**config.mk**
```make
export PLATFORM = sky130hd
export DESIGN_NAME = thermal_clock_throttle
export DESIGN_NICKNAME = d
export VERILOG_FILES = /design/src/pkg/throttle_pkg.sv /design/src/rtl/duty_modulator.sv /design/src/rtl/thermal_clock_throttle.sv
export VERILOG_INCLUDE_DIRS = /design/src /design/src/pkg
export SDC_FILE = /design/constraint.sdc
export NUM_CORES = 1
export LEC_CHECK = 0
export BUFFER_PORTS_ARGS = -buffer_cell sky130_fd_sc_hd__buf_2
export CELL_PAD_IN_SITES_DETAIL_PLACEMENT = 1
export CELL_PAD_IN_SITES_GLOBAL_PLACEMENT = 1
export CORE_ASPECT_RATIO = 1.25
export CORE_MARGIN = 5
export CORE_UTILIZATION = 30
export CTS_BUF_LIST = sky130_fd_sc_hd__clkbuf_16
export DETAILED_ROUTE_END_ITERATION = 12
export PLACE_DENSITY = 0.64
export SLEW_MARGIN = 0
export SYNTH_ARGS = -nofsm -noshare
export SYNTH_HDL_FRONTEND = slang
export SYNTH_SLANG_ARGS = --single-unit
```
**constraint.sdc**
```tcl
create_clock -name ref_clk -period 5 [get_ports ref_clk]
set_input_delay 1 -clock ref_clk [delete_from_list [all_inputs] [get_ports ref_clk]]
set_output_delay 1 -clock ref_clk [all_outputs]
set_load 0.1 [all_outputs]
```
**src/pkg/throttle_consts.svh**
```systemverilog
`ifndef THROTTLE_CONSTS_SVH
`define THROTTLE_CONSTS_SVH

// ***********************************************************
// timing figures
// ***********************************************************
`define CLK_PERIOD_PS        5000
`define MAX_OFF_TIME_NS      3000
`define MAX_OFF_CYCLES       ((`MAX_OFF_TIME_NS * 1000) / `CLK_PERIOD_PS)
`define DEF_PERIOD_CYCLES    1000
`define DEF_ON_PCT           40
`define DEF_HYST_CYCLES      20000
`define DEF_FILT_CYCLES      4
`define MIN_ON_PCT           30
`define MAX_ON_PCT           50

// ***********************************************************
// reset values
// ***********************************************************
`define RST_CLK_RUN          1'b1
`define RST_ACTIVE           1'b0

`endif

```
**src/pkg/throttle_pkg.sv**
```systemverilog
package throttle_pkg;

  // throttle controller states, gray along idle-active-hyst
  typedef enum logic [1:0] {
    ST_IDLE   = 2'b00,
    ST_ACTIVE = 2'b01,
    ST_HYST   = 2'b11
  } tcc_state_t;

  // on-demand request from software side
  typedef struct packed {
    logic       enable;
    logic [2:0] duty;
  } ondemand_t;

  // clock gate outputs toward the core clock tree
  typedef struct packed {
    logic clk_run;
    logic snoop_run;
    logic irq_release;
  } gate_ctl_t;

endpackage : throttle_pkg

```
**src/rtl/duty_modulator.sv**
```systemverilog
`include "throttle_consts.svh"

// ***********************************************************
// on/off clock modulator with fixed or selectable duty
// ***********************************************************
module duty_modulator #(
  parameter int PERIOD_CYCLES = `DEF_PERIOD_CYCLES,
  parameter int ON_PCT        = `DEF_ON_PCT
) (
  input  wire logic        ref_clk,
  input  wire logic        rstn,
  input  wire logic        run,
  input  wire logic        use_fixed,
  input  wire logic [2:0]  sel_duty,
  output logic             clk_on
);
  localparam int CW = $clog2(PERIOD_CYCLES + 1);
  localparam logic [CW-1:0] PER_LAST  = CW'(PERIOD_CYCLES - 1);
  localparam logic [CW-1:0] FIXED_ON  = CW'((PERIOD_CYCLES * ON_PCT) / 100);
  localparam logic [CW-1:0] EIGHTH    = CW'(PERIOD_CYCLES / 8);

  logic [CW-1:0] cnt_reg;
  logic [CW-1:0] cnt_next;
  logic          on_reg;
  logic          on_next;
  logic [CW-1:0] on_len;
  logic          fixed_reg;
  logic          fixed_next;

  // refuse periods and duties the counter cannot serve
  if (PERIOD_CYCLES < 8 || ON_PCT < 1 || ON_PCT > 100) begin : g_bad_cfg
    $error("modulator period or duty unusable");
  end

  // on length: fixed value wins over software selection
  always_comb begin
    if (use_fixed || sel_duty == 3'h0) begin
      on_len = FIXED_ON;
    end else begin
      on_len = CW'(EIGHTH * sel_duty);
    end
  end

  // period counter and on window; a change of duty source restarts the period
  always_comb begin
    cnt_next   = cnt_reg;
    on_next    = 1'b1;
    fixed_next = use_fixed;
    if (!run) begin
      cnt_next = '0;
    end else if (use_fixed != fixed_reg) begin
      cnt_next = '0;
    end else begin
      cnt_next = (cnt_reg == PER_LAST) ? '0 : cnt_reg + CW'(1);
      on_next  = (cnt_next < on_len);
    end
  end

  always_ff @(posedge ref_clk or negedge rstn) begin
    if (!rstn) begin
      cnt_reg   <= '0;
      on_reg    <= `RST_CLK_RUN;
      fixed_reg <= 1'b0;
    end else begin
      cnt_reg   <= cnt_next;
      on_reg    <= on_next;
      fixed_reg <= fixed_next;
    end
  end

  assign clk_on = on_reg;

endmodule : duty_modulator

```
**src/rtl/thermal_clock_throttle.sv**
```systemverilog
// Functional notes
// - enabled monitor plus hot die starts modulation
// - thermal modulation keeps clocks on 30 to 50 percent
// - thermal duty fixed at build, no control path
// - each thermal off interval at most 3 us
// - period counted in core clock cycles
// - trip point fixed, never reported
// - snooping continues through off intervals
// - interrupts held, released only when clocks on
// - stop after cool plus hysteresis expiry
// - thermal throttling fully autonomous, no software involvement
// - thermal duty overrides on-demand duty
// - hot pin driven low, external low forces
`include "throttle_consts.svh"

module thermal_clock_throttle
  import throttle_pkg::*;
#(
  parameter int PERIOD_CYCLES = `DEF_PERIOD_CYCLES,
  parameter int ON_PCT        = `DEF_ON_PCT,
  parameter int HYST_CYCLES   = `DEF_HYST_CYCLES
) (
  input  wire logic                    ref_clk,
  input  wire logic                    rstn,
  input  wire logic                    monitor_en,
  input  wire logic                    die_trip,
  input  wire logic                    overtemp_indicator_pin_n_in,
  output logic                         overtemp_indicator_pin_n_out,
  output logic                         overtemp_indicator_pin_n_oe,
  input  wire throttle_pkg::ondemand_t ondemand,
  input  wire logic                    irq_req,
  output throttle_pkg::gate_ctl_t      gate,
  output logic                         tcc_active
);
  import throttle_pkg::*;

  localparam int OFF_CYCLES = PERIOD_CYCLES - (PERIOD_CYCLES * ON_PCT) / 100;
  localparam int HW = $clog2(HYST_CYCLES + 1);
  localparam logic [HW-1:0] HYST_LAST = HW'(HYST_CYCLES - 1);

  // ***********************************************************
  // elaboration checks
  // ***********************************************************
  if (ON_PCT < `MIN_ON_PCT || ON_PCT > `MAX_ON_PCT) begin : g_bad_pct
    $error("on percentage out of range");
  end
  if (OFF_CYCLES > `MAX_OFF_CYCLES) begin : g_bad_off
    $error("off interval too long");
  end
  if (OFF_CYCLES < 1 || PERIOD_CYCLES < 8 || HYST_CYCLES < 1) begin : g_bad_size
    $error("period, off interval or hysteresis too small");
  end

  // ***********************************************************
  // input synchronisers
  // ***********************************************************
  logic [2:0] sync1_reg;
  logic [2:0] sync1_next;
  logic [2:0] sync2_reg;
  logic [2:0] sync2_next;
  logic       en_s;
  logic       trip_s;
  logic       ext_hot_s;

  // capture pins; first stage read only by second
  always_comb begin
    sync1_next = {monitor_en, die_trip, ~overtemp_indicator_pin_n_in};
    sync2_next = sync1_reg;
  end

  always_ff @(posedge ref_clk or negedge rstn) begin
    if (!rstn) begin
      sync1_reg <= 3'h0;
      sync2_reg <= 3'h0;
    end else begin
      sync1_reg <= sync1_next;
      sync2_reg <= sync2_next;
    end
  end

  assign en_s      = sync2_reg[2];
  assign trip_s    = sync2_reg[1];
  assign ext_hot_s = sync2_reg[0];

  // ***********************************************************
  // over-temperature pin
  // ***********************************************************
  logic       drive_reg;
  logic       drive_next;
  logic [1:0] drive_dly_reg;
  logic [1:0] drive_dly_next;
  logic       ext_hot;

  // drive low while own sensor trips; delay line follows the loopback
  always_comb begin
    drive_next     = en_s & trip_s;
    drive_dly_next = {drive_dly_reg[0], drive_reg};
  end

  always_ff @(posedge ref_clk or negedge rstn) begin
    if (!rstn) begin
      drive_reg     <= 1'b0;
      drive_dly_reg <= 2'h0;
    end else begin
      drive_reg     <= drive_next;
      drive_dly_reg <= drive_dly_next;
    end
  end

  assign overtemp_indicator_pin_n_out = 1'b0;
  assign overtemp_indicator_pin_n_oe  = drive_reg;
  // own drive returns through the synchroniser two cycles late; mask it
  // exactly there, else releasing the pin would retrigger the throttle
  assign ext_hot = ext_hot_s & ~drive_dly_reg[1];

  // ***********************************************************
  // thermal control state machine
  // ***********************************************************
  tcc_state_t    state_reg;
  tcc_state_t    state_next;
  logic [HW-1:0] hyst_reg;
  logic [HW-1:0] hyst_next;
  logic          hot;

  // hot from fixed internal trip or external force; no threshold input
  assign hot = en_s & (trip_s | ext_hot);

  // autonomous start, hysteresis hold and stop
  always_comb begin
    state_next = state_reg;
    hyst_next  = hyst_reg;
    case (state_reg)
      ST_IDLE: begin
        hyst_next = '0;
        if (hot) begin
          state_next = ST_ACTIVE;
        end
      end
      ST_ACTIVE: begin
        hyst_next = '0;
        if (!hot) begin
          state_next = ST_HYST;
        end
      end
      ST_HYST: begin
        if (hot) begin
          state_next = ST_ACTIVE;
          hyst_next  = '0;
        end else if (hyst_reg == HYST_LAST) begin
          state_next = ST_IDLE;
          hyst_next  = '0;
        end else begin
          hyst_next = hyst_reg + HW'(1);
        end
      end
      default: begin
        state_next = ST_IDLE;
        hyst_next  = '0;
      end
    endcase
  end

  always_ff @(posedge ref_clk or negedge rstn) begin
    if (!rstn) begin
      state_reg <= ST_IDLE;
      hyst_reg  <= '0;
    end else begin
      state_reg <= state_next;
      hyst_reg  <= hyst_next;
    end
  end

  logic tcc_run;
  assign tcc_run = (state_reg != ST_IDLE);

  // ***********************************************************
  // clock modulation
  // ***********************************************************
  logic mod_run;
  logic clk_on;

  // thermal or on-demand request runs the modulator
  assign mod_run = tcc_run | ondemand.enable;

  duty_modulator #(
    .PERIOD_CYCLES (PERIOD_CYCLES),
    .ON_PCT        (ON_PCT)
  ) u_mod (
    .ref_clk   (ref_clk),
    .rstn      (rstn),
    .run       (mod_run),
    .use_fixed (tcc_run),
    .sel_duty  (ondemand.duty),
    .clk_on    (clk_on)
  );

  // ***********************************************************
  // interrupt holding
  // ***********************************************************
  logic irq_hold_reg;
  logic irq_hold_next;

  // latch requests; release while clocks run
  always_comb begin
    irq_hold_next = irq_hold_reg;
    if (irq_req) begin
      irq_hold_next = 1'b1;
    end else if (clk_on) begin
      irq_hold_next = 1'b0;
    end
  end

  always_ff @(posedge ref_clk or negedge rstn) begin
    if (!rstn) begin
      irq_hold_reg <= 1'b0;
    end else begin
      irq_hold_reg <= irq_hold_next;
    end
  end

  // ***********************************************************
  // outputs
  // ***********************************************************
  logic tcc_out_reg;

  always_ff @(posedge ref_clk or negedge rstn) begin
    if (!rstn) begin
      tcc_out_reg <= `RST_ACTIVE;
    end else begin
      tcc_out_reg <= tcc_run;
    end
  end

  assign gate.clk_run     = clk_on;
  assign gate.snoop_run   = 1'b1;
  assign gate.irq_release = (irq_hold_reg | irq_req) & clk_on;
  assign tcc_active       = tcc_out_reg;

endmodule : thermal_clock_throttle

```
==> run metrics <==
CTS Buffer Depth 2; total number of vias 1668; ys async rst share 100%; share of layout cells above drive strength 1 12.1%; Synth Register Bits 39; Core Region 0.00744 mm2; max_slew headroom 41.7%; root buf cell clkbuf_16; Avg Inst Size Synth 9.93 um2; final hold slack 0.350 ns; Setup-failing EPs final 0; Final TNS setup 0 ns; critical path arrival 3.80 ns; Synth cell types 46; pwr dens 375 mW/mm2; Slew Limit Fails 0; Clk pin slew, worst setup/hold paths 0.06 ns; Worst Hold Class register to register; RSZ-0062 raised after global routing false; n_diodes 0; site row count 35; dpl hpwl 3680 um; clock buffer count from CTS 5; Worst VDD drop 173 uV; worst-case clock skew 0.00983 ns; final hold viol count 0; DRT iter0 DRCs 28; Mapped Nets 267; CTS Sinks 39; area of the mapped netlist 0.00231 mm2; GP Congestion 0.722; EDFF count, synth 0; global-route wire length before repair 8300 um; IO Port Bufs 13; Ports 16; Worst-Margin Slew 0.874 ns; Starting Density 31.1%; status finished, final reports clean; max FFs per register 15; Resize count post-CTS 0; Die X-Extent 88.5 um; element type at the critical path end register; via/cell ratio 4.91; Post-CTS Setup Bufs 0; Max-cap violations 0; area leader, netlist dfrtp_1; Die Y-Extent 108 um; CTS tree built; min Tclk post-route 3.60 ns; Global Route Usage Sum 11.0%; latest clock arrival within the worst-skew pair 0.28 ns; synth top area cells dfrtp_1 41%, ha_1 11%, nor2_1 5.0%, xor2_1 4.2%, fa_1 3.5%; Synth Flop Type dfrtp_1; drt pass-1 iters 3; Final #Nets 281; Layout area overhead 12.5%; initial antenna violation count 0; top-count cell post-synth dfrtp_1; H-tree levels 2; Synth top area share 41.1%; startpoint types input pin; Lkg Pwr 1.21 nW; critical path class input pin to register; FMAX 0.278 GHz; cts-stage hold buffer count 0; vias in the first global route 1805; Post-Synthesis Cells 233; post-synthesis sequential area ratio 42.2%; fillers 874; drt total wl 4700 um; worst-path maximum fanout 4; flop-to-flop setup slack 2.45 ns; remaining global-route overflow 0; largest net degree at the start of global routing 40; wire per inst 13.8 um; Worst EP required 5.20 ns; Ys Warns 0; DIE AREA 0.00958 mm2; final routed DRC violation total 0; DRT antenna net count 0; Post-synth top cells 38 x dfrtp_1, 31 x nor2_1, 20 x ha_1; period utilisation layout 72.1%
## cells by family after synthesis
group	after synthesis	synth area share, %
multiplexers	3	1.35
flip-flops	39	42.2
adder cells (fa/ha/maj)	24	14.3
buffers and inverters	19	3.68
AO/OA/AOI/OAI	28	7.73
other	2	0.325
AND/OR/NAND/NOR	98	22.8
XOR/XNOR	20	7.57
## critical path, cell delays in order
cell	delay (ns)
buf_2	0.13
fa_1	0.56
fa_1	0.46
inv_1	0.08
fa_1	0.40
nand2b_1	0.16
ha_1	0.33
and4_1	0.21
o21ai_0	0.10
o221ai_1	0.26
a2bb2oi_1	0.10
## layer usage
layer / track usage, % / wire [um] / part of all wire (%) / up-vias
met5: 0 / 0 / 0 / -
met4: 3.56 / 76 / 1.6 / 0
met3: 1.37 / 66 / 1.4 / 6
met2: 20.8 / 2560 / 55 / 12
met1: 12.5 / 1990 / 42 / 833
li1: - / - / - / 817
## worst paths after layout
path                             startpoint                to  cells after the start
max                             ondemand[0]      u_mod.clk_on                     11
min                        drive_dly_reg[0]  drive_dly_reg[1]                      0
max reg2reg                u_mod.cnt_reg[0]      u_mod.clk_on                      8
min reg2reg                drive_dly_reg[0]  drive_dly_reg[1]                      0
max in group asynchronous              rstn       hyst_reg[1]                      1
min in group asynchronous              rstn  drive_dly_reg[1]                      1
## layout make-up
type	instances	area, um2	area share (%)
inverters	13	48.8	1.87
flip-flops and latches	39	977	37.5
clock inverters	3	20.0	0.769
well taps	92	115	4.42
clock buffers	5	125	4.81
multi-input cells	175	1250	48.1
repair buffers	13	65.1	2.50
## through the flow
| stage | std cells | cell area (um2) | total power, W | setup WS (ns) | utilization, % |
|---|---|---|---|---|---|
| final | 340 | 2600 | 0.000977 | 1.40 | 35.0 |
| after global routing | 340 | 2600 | 0.00105 | 1.18 | 35.0 |
| after CTS | 340 | 2600 | 0.000995 | 1.36 | 35.0 |
| after detailed placement | 332 | 2460 | 0.000675 | 1.08 | 33.0 |
| after global placement | 332 | 2460 | 0.000671 | 1.14 | 33.0 |
| after floorplan | 233 | 2310 | 0.000598 | 1.50 | - |
## layout by cell type (no fill, tap or decap), types with 6 or more instances in the layout
master / instances
nand4_1: 10
buf_2: 13
nor2_1: 31
xnor2_1: 9
a21oi_1: 10
inv_1: 13
dfrtp_1: 38
nand2_1: 16
xor2_1: 11
ha_1: 20
nand3_1: 6
## report_power, final
part	total, W	switching, W	internal (W)
sequential	0.000393	0.0000396	0.000354
combinational	0.000274	0.000161	0.000113
clock	0.000309	0.000125	0.000184
No activity file was read; power rests on OpenSTA's default activity.
